$ cat src/irq_bridge_pkg.sv
package irq_bridge_pkg;
    // register byte addresses
    localparam logic [11:0] ADDR_ENABLE   = 12'h300;
    localparam logic [11:0] ADDR_STATUS   = 12'h304;
    localparam logic [11:0] ADDR_MAP0     = 12'h308;
    localparam logic [11:0] ADDR_MAP1     = 12'h30C;
    localparam logic [11:0] ADDR_MAP2     = 12'h310;
    localparam logic [11:0] ADDR_VEC_BASE = 12'h320;

    localparam logic [31:0] ENABLE_RESET   = 32'h0000_0000;
    localparam logic [31:0] ENABLE_WR_MASK = 32'h00FF_F7FF;
    localparam logic [31:0] MAP_RESET      = 32'h0000_0000;
    localparam logic [31:0] MAP0_WR_MASK   = 32'h7777_7777;
    localparam logic [31:0] MAP1_WR_MASK   = 32'h7777_0777;
    localparam logic [31:0] MAP2_WR_MASK   = 32'h7777_7777;

    localparam int NUM_SRC      = 24;
    localparam int MAP_CODE_W   = 3;
    localparam int MAP_FIELD_W  = 4;
    localparam int NUM_OUT      = 8;
    localparam int FIRST_LEVEL  = 1;
    localparam int LAST_LEVEL   = 7;

    // bit positions in enable and status
    localparam int BIT_OWN      = 0;
    localparam int BIT_DMA      = 8;
    localparam int BIT_PCI_ERR  = 9;
    localparam int BIT_VME_ERR  = 10;
    localparam int BIT_RSVD     = 11;
    localparam int BIT_SOFT_ACK = 12;
    localparam int BIT_SOFT     = 13;
    localparam int BIT_SYSFAIL  = 14;
    localparam int BIT_ACFAIL   = 15;
    localparam int BIT_MAILBOX0_EN    = 16;
    localparam int BIT_LMON0    = 20;

    typedef enum logic [1:0] {
        HANDLER_IDLE,
        HANDLER_BUS_REQ,
        HANDLER_IACK
    } handler_state_t;
endpackage

$ cat src/irq_bridge.sv
// What this block does
// - handle level only when its enable set
// - enabled asserted line: get bus, acknowledge
// - on done store vector, set status, interrupt
// - no new acknowledge until status cleared
// - enable bits gate each source's interrupt
// - soft enable rising sets soft status
// - soft enable cleared masks, status kept
// - location monitor enables in bits 23:20
// - mailbox enables in bits 19:16
// - byte 15:8 holds fail, soft, error enables
// - dma and error sources need enable
// - ownership bit 0, levels bits 7:1
// - status latches event, write one clears
// - fail status clear ignored while pin asserted
// - each source routed by 3-bit map code
//
// Decided for this implementation: the APB register port.
module irq_bridge #(
    parameter int VEC_W = 8
) (
    input  wire logic                clk,
    input  wire logic                sys_rst,
    input  wire logic                psel,
    input  wire logic                penable,
    input  wire logic                pwrite,
    input  wire logic [11:0]         paddr,
    input  wire logic [31:0]         pwdata,
    output logic      [31:0]         prdata,
    output logic                     pready,
    output logic                     pslverr,
    input  wire logic [7:1]          vme_request_level_n,
    input  wire logic                acfail_n,
    input  wire logic                sysfail_n,
    input  wire logic [3:0]          loc_monitor_event,
    input  wire logic [3:0]          mailbox_event,
    input  wire logic                vme_soft_ack_event,
    input  wire logic                vme_error_event,
    input  wire logic                pci_error_event,
    input  wire logic                dma_event,
    input  wire logic                vme_ownership_event,
    output logic                     vme_bus_req,
    input  wire logic                vme_bus_grant,
    output logic                     vme_iack_req,
    output logic      [2:0]          vme_iack_level,
    input  wire logic                vme_iack_done,
    input  wire logic [VEC_W-1:0]    vme_iack_vector,
    output logic      [7:0]          pci_irq_output
);
    localparam int NS = irq_bridge_pkg::NUM_SRC;
    localparam int CW = irq_bridge_pkg::MAP_CODE_W;
    localparam int FW = irq_bridge_pkg::MAP_FIELD_W;

    logic [31:0]          local_irq_enable_reg;
    logic [NS-1:0]        local_irq_status_reg;
    logic [NS-1:0]        status_next;
    logic [31:0]          map0_reg;
    logic [31:0]          map1_reg;
    logic [31:0]          map2_reg;
    logic [VEC_W-1:0]     vme_vector_capture_reg [1:7];
    logic [7:1]           level_n_sync;
    logic [1:0]           fail_n_sync;
    logic [7:1]           level_active;
    logic                 acfail_active;
    logic                 sysfail_active;
    logic [7:1]           level_pending;
    logic [2:0]           level_pick;
    logic [NS-1:0]        set_vec;
    logic [NS-1:0]        clr_vec;
    logic [NS-1:0]        src_active;
    logic [NS*CW-1:0]     src_code;
    logic                 wr_stb;
    logic                 setup_stb;
    logic                 vec_hit;
    logic [2:0]           vec_idx;
    logic                 addr_ok;
    logic [31:0]          read_value;
    logic                 iack_finish;
    irq_bridge_pkg::handler_state_t state_reg;

    pin_sync #(.WIDTH(7)) u_level_sync (
        .clk       (clk),
        .sys_rst   (sys_rst),
        .pin_in    (vme_request_level_n),
        .pin_out   (level_n_sync),
        .rst_value (7'h7F)
    );

    pin_sync #(.WIDTH(2)) u_fail_sync (
        .clk       (clk),
        .sys_rst   (sys_rst),
        .pin_in    ({acfail_n, sysfail_n}),
        .pin_out   (fail_n_sync),
        .rst_value (2'h3)
    );

    assign level_active   = ~level_n_sync;
    assign acfail_active  = ~fail_n_sync[1];
    assign sysfail_active = ~fail_n_sync[0];

    // apb: zero wait states, read data flopped in the setup cycle
    assign pready    = 1'b1;
    assign wr_stb    = psel && penable && pwrite && !pslverr;
    assign setup_stb = psel && !penable;
    assign vec_hit   = paddr >= irq_bridge_pkg::ADDR_VEC_BASE + 12'h004
                    && paddr <= irq_bridge_pkg::ADDR_VEC_BASE + 12'h01C
                    && paddr[1:0] == 2'h0;
    assign vec_idx   = 3'((paddr - irq_bridge_pkg::ADDR_VEC_BASE) >> 2);

    always_comb begin
        addr_ok    = 1'b1;
        read_value = 32'h0000_0000;
        unique case (paddr)
            irq_bridge_pkg::ADDR_ENABLE: read_value = local_irq_enable_reg;
            irq_bridge_pkg::ADDR_STATUS: read_value = 32'(local_irq_status_reg);
            irq_bridge_pkg::ADDR_MAP0:   read_value = map0_reg;
            irq_bridge_pkg::ADDR_MAP1:   read_value = map1_reg;
            irq_bridge_pkg::ADDR_MAP2:   read_value = map2_reg;
            default: begin
                if (vec_hit) begin
                    read_value = 32'(vme_vector_capture_reg[vec_idx]);
                end else begin
                    addr_ok = 1'b0;
                end
            end
        endcase
    end

    always_ff @(posedge clk) begin
        if (sys_rst) begin
            prdata  <= 32'h0000_0000;
            pslverr <= 1'b0;
        end else if (setup_stb) begin
            prdata  <= pwrite ? 32'h0000_0000 : read_value;
            pslverr <= !addr_ok;
        end
    end

    // enable register; reserved bits never stored
    always_ff @(posedge clk) begin
        if (sys_rst) begin
            local_irq_enable_reg <= irq_bridge_pkg::ENABLE_RESET;
        end else if (wr_stb && paddr == irq_bridge_pkg::ADDR_ENABLE) begin
            local_irq_enable_reg <= pwdata & irq_bridge_pkg::ENABLE_WR_MASK;
        end
    end

    always_ff @(posedge clk) begin
        if (sys_rst) begin
            map0_reg <= irq_bridge_pkg::MAP_RESET;
            map1_reg <= irq_bridge_pkg::MAP_RESET;
            map2_reg <= irq_bridge_pkg::MAP_RESET;
        end else if (wr_stb) begin
            if (paddr == irq_bridge_pkg::ADDR_MAP0) begin
                map0_reg <= pwdata & irq_bridge_pkg::MAP0_WR_MASK;
            end
            if (paddr == irq_bridge_pkg::ADDR_MAP1) begin
                map1_reg <= pwdata & irq_bridge_pkg::MAP1_WR_MASK;
            end
            if (paddr == irq_bridge_pkg::ADDR_MAP2) begin
                map2_reg <= pwdata & irq_bridge_pkg::MAP2_WR_MASK;
            end
        end
    end

    // status events
    always_comb begin
        set_vec = '0;
        set_vec[irq_bridge_pkg::BIT_LMON0 +: 4] = loc_monitor_event;
        set_vec[irq_bridge_pkg::BIT_MAILBOX0_EN +: 4] = mailbox_event;
        set_vec[irq_bridge_pkg::BIT_ACFAIL]     = acfail_active;
        set_vec[irq_bridge_pkg::BIT_SYSFAIL]    = sysfail_active;
        set_vec[irq_bridge_pkg::BIT_SOFT]       = wr_stb && paddr == irq_bridge_pkg::ADDR_ENABLE
            && pwdata[irq_bridge_pkg::BIT_SOFT]
            && !local_irq_enable_reg[irq_bridge_pkg::BIT_SOFT];
        set_vec[irq_bridge_pkg::BIT_SOFT_ACK]   = vme_soft_ack_event;
        set_vec[irq_bridge_pkg::BIT_VME_ERR]    = vme_error_event;
        set_vec[irq_bridge_pkg::BIT_PCI_ERR]    = pci_error_event;
        set_vec[irq_bridge_pkg::BIT_DMA]        = dma_event;
        set_vec[irq_bridge_pkg::BIT_OWN]        = vme_ownership_event;
        if (iack_finish) begin
            set_vec[vme_iack_level] = 1'b1;
        end
        clr_vec = '0;
        if (wr_stb && paddr == irq_bridge_pkg::ADDR_STATUS) begin
            clr_vec = pwdata[NS-1:0];
        end
        clr_vec[irq_bridge_pkg::BIT_RSVD] = 1'b0;
        // fail bits are level sensitive
        if (acfail_active) begin
            clr_vec[irq_bridge_pkg::BIT_ACFAIL] = 1'b0;
        end
        if (sysfail_active) begin
            clr_vec[irq_bridge_pkg::BIT_SYSFAIL] = 1'b0;
        end
        status_next = (local_irq_status_reg & ~clr_vec) | set_vec;
    end

    always_ff @(posedge clk) begin
        if (sys_rst) begin
            local_irq_status_reg <= '0;
        end else begin
            local_irq_status_reg <= status_next;
        end
    end

    // interrupt handler: highest pending level first
    assign level_pending = local_irq_enable_reg[7:1] & level_active
                         & ~local_irq_status_reg[7:1];

    always_comb begin
        level_pick = 3'h0;
        for (int l = irq_bridge_pkg::FIRST_LEVEL; l <= irq_bridge_pkg::LAST_LEVEL; l++) begin
            if (level_pending[l]) begin
                level_pick = 3'(l);
            end
        end
    end

    assign iack_finish = state_reg == irq_bridge_pkg::HANDLER_IACK && vme_iack_done;

    always_ff @(posedge clk) begin
        if (sys_rst) begin
            state_reg      <= irq_bridge_pkg::HANDLER_IDLE;
            vme_bus_req    <= 1'b0;
            vme_iack_req   <= 1'b0;
            vme_iack_level <= 3'h0;
        end else begin
            unique case (state_reg)
                irq_bridge_pkg::HANDLER_IDLE: begin
                    if (level_pick != 3'h0) begin
                        state_reg      <= irq_bridge_pkg::HANDLER_BUS_REQ;
                        vme_bus_req    <= 1'b1;
                        vme_iack_level <= level_pick;
                    end
                end
                irq_bridge_pkg::HANDLER_BUS_REQ: begin
                    if (vme_bus_grant) begin
                        state_reg    <= irq_bridge_pkg::HANDLER_IACK;
                        vme_iack_req <= 1'b1;
                    end
                end
                irq_bridge_pkg::HANDLER_IACK: begin
                    if (vme_iack_done) begin
                        state_reg    <= irq_bridge_pkg::HANDLER_IDLE;
                        vme_bus_req  <= 1'b0;
                        vme_iack_req <= 1'b0;
                    end
                end
                default: begin
                    state_reg <= irq_bridge_pkg::HANDLER_IDLE;
                end
            endcase
        end
    end

    always_ff @(posedge clk) begin
        if (sys_rst) begin
            for (int l = irq_bridge_pkg::FIRST_LEVEL; l <= irq_bridge_pkg::LAST_LEVEL; l++) begin
                vme_vector_capture_reg[l] <= '0;
            end
        end else if (iack_finish) begin
            vme_vector_capture_reg[vme_iack_level] <= vme_iack_vector;
        end
    end

    // per-source map code: map0 sources 0-7, map1 sources 8-15, map2 sources 16-23, low 3 bits of each nibble
    always_comb begin
        src_code = '0;
        for (int b = 0; b < 8; b++) begin
            src_code[b*CW +: CW]      = map0_reg[b*FW +: CW];
            src_code[(b+8)*CW +: CW]  = map1_reg[b*FW +: CW];
            src_code[(b+16)*CW +: CW] = map2_reg[b*FW +: CW];
        end
    end

    assign src_active = local_irq_status_reg & local_irq_enable_reg[NS-1:0];

    irq_router u_router (
        .clk        (clk),
        .sys_rst    (sys_rst),
        .src_active (src_active),
        .src_code   (src_code),
        .irq_out    (pci_irq_output)
    );
endmodule // irq_bridge

$ cat src/pin_sync.sv
module pin_sync #(
    parameter int WIDTH = 1
) (
    input  wire logic             clk,
    input  wire logic             sys_rst,
    input  wire logic [WIDTH-1:0] pin_in,
    output logic      [WIDTH-1:0] pin_out,
    input  wire logic [WIDTH-1:0] rst_value
);
    logic [WIDTH-1:0] stage1_reg;

    // pin_out is only the second flop; stage1 feeds nothing else
    always_ff @(posedge clk) begin
        if (sys_rst) begin
            stage1_reg <= rst_value;
            pin_out    <= rst_value;
        end else begin
            stage1_reg <= pin_in;
            pin_out    <= stage1_reg;
        end
    end
endmodule // pin_sync

$ cat src/irq_router.sv
module irq_router #(
    parameter int NUM_SRC = irq_bridge_pkg::NUM_SRC,
    parameter int NUM_OUT = irq_bridge_pkg::NUM_OUT,
    parameter int CODE_W  = irq_bridge_pkg::MAP_CODE_W
) (
    input  wire logic                      clk,
    input  wire logic                      sys_rst,
    input  wire logic [NUM_SRC-1:0]        src_active,
    input  wire logic [NUM_SRC*CODE_W-1:0] src_code,
    output logic      [NUM_OUT-1:0]        irq_out
);
    logic [NUM_OUT-1:0] irq_next;

    always_comb begin
        irq_next = '0;
        for (int s = 0; s < NUM_SRC; s++) begin
            if (src_active[s]) begin
                irq_next[src_code[s*CODE_W +: CODE_W]] = 1'b1;
            end
        end
    end

    always_ff @(posedge clk) begin
        if (sys_rst) begin
            irq_out <= '0;
        end else begin
            irq_out <= irq_next;
        end
    end
endmodule // irq_router

$ cat config.mk
export PLATFORM = sky130hd
export DESIGN_NAME = irq_bridge
export DESIGN_NICKNAME = d
export VERILOG_FILES = /design/src/irq_bridge_pkg.sv /design/src/irq_bridge.sv /design/src/pin_sync.sv /design/src/irq_router.sv
export SDC_FILE = /design/constraint.sdc
export NUM_CORES = 1
export LEC_CHECK = 0
export BUFFER_PORTS_ARGS = -buffer_cell sky130_fd_sc_hd__buf_2
export CAP_MARGIN = 0
export CORE_MARGIN = 2
export CORE_UTILIZATION = 54
export DETAILED_ROUTE_END_ITERATION = 10
export GPL_TIMING_DRIVEN = 0
export HOLD_SLACK_MARGIN = 0.06
export PLACE_DENSITY = 0.84
export SYNTH_ARGS = -nofsm -noshare
export SYNTH_HDL_FRONTEND = slang
export SYNTH_HIERARCHICAL = 1
export SYNTH_SLANG_ARGS = --single-unit
$ cat constraint.sdc
create_clock -name clk -period 2.3 [get_ports clk]
set_input_delay 0 -clock clk [delete_from_list [all_inputs] [get_ports clk]]
set_output_delay 0 -clock clk [all_outputs]
set_load 0.005 [all_outputs]
==> flow_metrics.py <==
metrics = {
    "finish": {
        "drive_above_1_share": 0.169,
        "layout_common_cells": "nand2_1 (219), dfxtp_1 (178), buf_2 (133)",
        "final_common_cell": "nand2_1",
        "final_cells": 1918,
        "largest_register_ff_count": 59,
        "synthToLayoutAreaGrowth_pct": 23.4,
        "final_area_sq_um": 15200,
        "nets": 1695,
        "fin_util": 0.676,
        "antenna_cells": 0,
    },
    "sta": {
        "grt_setup_unrepaired": "true",
        "tightest_slew_ns": 1.32,
        "skew_ns": 0.0140,
        "timing.final.crit_share": 1.01,
        "hold_viol": 0,
        "finalSetupTns_ns": -0.245,
        "slew_violations": 0,
        "max_freq_mhz": 429,
        "slew_headroom": 0.114,
        "layout_setup_ws_ns": -0.0325,
        "fin_crit_ns": 2.33,
        "hold_slack_ns": 0.107,
        "finalSetupViolations": 9,
    },
    "synth": {
        "synth_ff_type": "dfxtp_1",
        "syn_inst": 1335,
        "syn_avg_cell_area_sq_um": 9.24,
        "synthArstFlopShare": 0,
        "synth.cell_area_sq_um": 12300,
        "ys_warn_count": 6,
        "ys_seq_elements": 237,
        "ys_types": 69,
        "yosysSeqAreaShare": 0.432,
        "synth_edf_count": 59,
    },
    "flow_run": {
        "drv_cap": 0,
    },
    "power_and_ir_drop": {
        "powerDensity_nw_per_um2": 620,
        "power_leakage_nw": 5.47,
        "p_total_mw": 9.44,
        "irDropWorstVdd_v": 0.000637,
    },
    "floorplanning": {
        "die_w_um": 155,
        "io_pins": 128,
        "dieArea_sq_um": 24100,
        "rows": 55,
        "initial_core_util": 0.548,
        "core_sq_um": 22500,
        "fp.dieH_um": 155,
    },
    "run_status": {
        "outcome": "finished with violations",
        "violations": "setup timing",
    },
    "worst_setup_path": {
        "end_kind": "flip-flop",
        "critPathSlowestCell": "o21ai_1",
        "critPathArrivalTime_ns": 2.51,
        "cp_cell_sequence": "clkbuf_1 -> nand3b_1 -> or3_1 -> clkbuf_1 -> o21ai_1",
        "critPathTopFamily": "compound AO/OA/AOI/OAI gates",
        "worstRegToRegCells": 5,
        "crit_buf_inv": 2,
        "rr_endpoint": "vme_vector_capture_reg[2][6]",
        "r2r_slack_ns": -0.03,
        "cp_max_fo": 9,
        "r2r_start": "state_reg[0]",
        "cp_common_cell": "clkbuf_1",
        "required_ns": 2.48,
        "crit_path_start_kind": "flip-flop",
        "crit_type": "reg -> reg",
        "cp_slowest_stage_delay_ns": 0.69,
    },
    "grt": {
        "grt_max_degree": 15,
        "grt_pass1_vias": 12226,
        "grt_pass1_wl_um": 70500,
        "antenna_found_initial": 0,
        "grt_remaining_overflow": 0,
        "grt_util_all_layers": 0.381,
    },
    "clocking": {
        "cts.sinks": 237,
        "cts.reportedPaths.clkPinSlew_ns": 0.06,
        "root_buffer": "clkbuf_16",
        "ctsLongestPathBuffers": 3,
        "cts_tree": "done",
        "htreeDepth": 1,
        "clkLatencyLatePin_ns": 0.55,
        "cts_buffers": 25,
    },
    "min_path": {
        "hold_depth": 4,
        "hp-class": "in -> reg",
        "min_from": "paddr[4]",
        "hold_end": "prdata[7]",
    },
    "drt": {
        "avgViaCountPerCell": 6.64,
        "wl_per_cell_um": 24.4,
        "drc": 0,
        "routed_wl_um": 46700,
        "dr.pass1.iters": 5,
        "final_antenna_net_count": 0,
        "first_iter_violations": 1526,
        "vias": 12742,
    },
    "placement": {
        "portBuffers": 118,
        "placedCellCount": 1790,
        "place_area_sq_um": 13500,
        "dp_slack_ns": -0.308,
        "gp_congestion": 1.02,
        "dp_hpwl_um": 32700,
    },
}
cells in the mapped netlist, types with 20 or more instances:
cell type | instances | share of area
nand2_1 | 219 | 0.067
dfxtp_1 | 178 | 0.29
a21oi_1 | 101 | 0.041
and2_1 | 83 | 0.042
nor2_1 | 79 | 0.024
nand4b_1 | 68 | 0.048
edfxtp_1 | 59 | 0.14
nor4bb_1 | 53 | 0.043
nand4_1 | 48 | 0.024
mux2i_1 | 42 | 0.034
clkbuf_1 | 41 | 0.012
mux2_2 | 26 | 0.024
nor4b_1 | 26 | 0.018
o21ai_0 | 22 | 0.0089
a21oi_2 | 20 | 0.014
cell families (layout without fill, tap and decap cells):
family	Yosys count	after routing	share of synthesized area
AO/OA/AOI/OAI	270	270	0.145
buffers and inverters	93	339	0.0344
flip-flops	237	237	0.432
multiplexers	78	78	0.0761
other	2	54	0.000609
AND/OR/NAND/NOR	655	655	0.312
worst reg2reg max path, cell delays in order (launching register included):
cell,delay [ns]
dfxtp_1,0.30
clkbuf_1,0.20
nand3b_1,0.26
or3_1,0.32
clkbuf_1,0.19
o21ai_1,0.69
layer usage:
layer / vias up / GRT usage / share of wire
met5: - / 0 / 0
met4: 0 / 0.197 / 0.064
met3: 224 / 0.0696 / 0.12
met2: 972 / 0.627 / 0.46
met1: 6008 / 0.481 / 0.36
li1: 5538 / - / -
area by class of cell:
| type | instances | area, sq um |
|---|---|---|
| fill | 1703 | 7280 |
| multi-input combinational | 1057 | 6820 |
| sequential | 237 | 5340 |
| timing repair buffer | 200 | 1410 |
| clock buffer | 32 | 652 |
| buffer | 73 | 357 |
| tap | 285 | 357 |
| clock inverter | 14 | 218 |
| inverter | 20 | 75.1 |
worst max-delay path by stage:
stage                             from                           end  slack [ns]  cells past startpoint
after global placement    state_reg[0]  vme_vector_capture_reg[2][2]       -0.30                      5
after floorplan           state_reg[0]  vme_vector_capture_reg[2][0]        0.16                      5
after global routing      state_reg[0]  vme_vector_capture_reg[2][3]       -0.13                      5
after detailed placement  state_reg[0]  vme_vector_capture_reg[6][2]       -0.31                      5
after CTS                     paddr[1]       local_irq_status_reg[2]        0.02                      8
final                     state_reg[0]  vme_vector_capture_reg[2][6]       -0.03                      5
where the power goes:
| group | leakage (nW) | internal [mW] | switching, mW |
|---|---|---|---|
| logic | 3.00 | 0.284 | 0.406 |
| clock network | 0.420 | 2.59 | 1.77 |
| registers | 2.05 | 4.35 | 0.0387 |
repair_timing:
action / in CTS / in global routing
endpoints found under the setup margin: 56 / 89
hold endpoints to repair: 199 / 0
pin swaps: 0 / 1
cloned: 0 / 0
gates resized for setup: 7 / 21
hold buffers: 81 / 0
setup buffers: 0 / 1
Note: power is estimated with default switching activity, not from simulation.
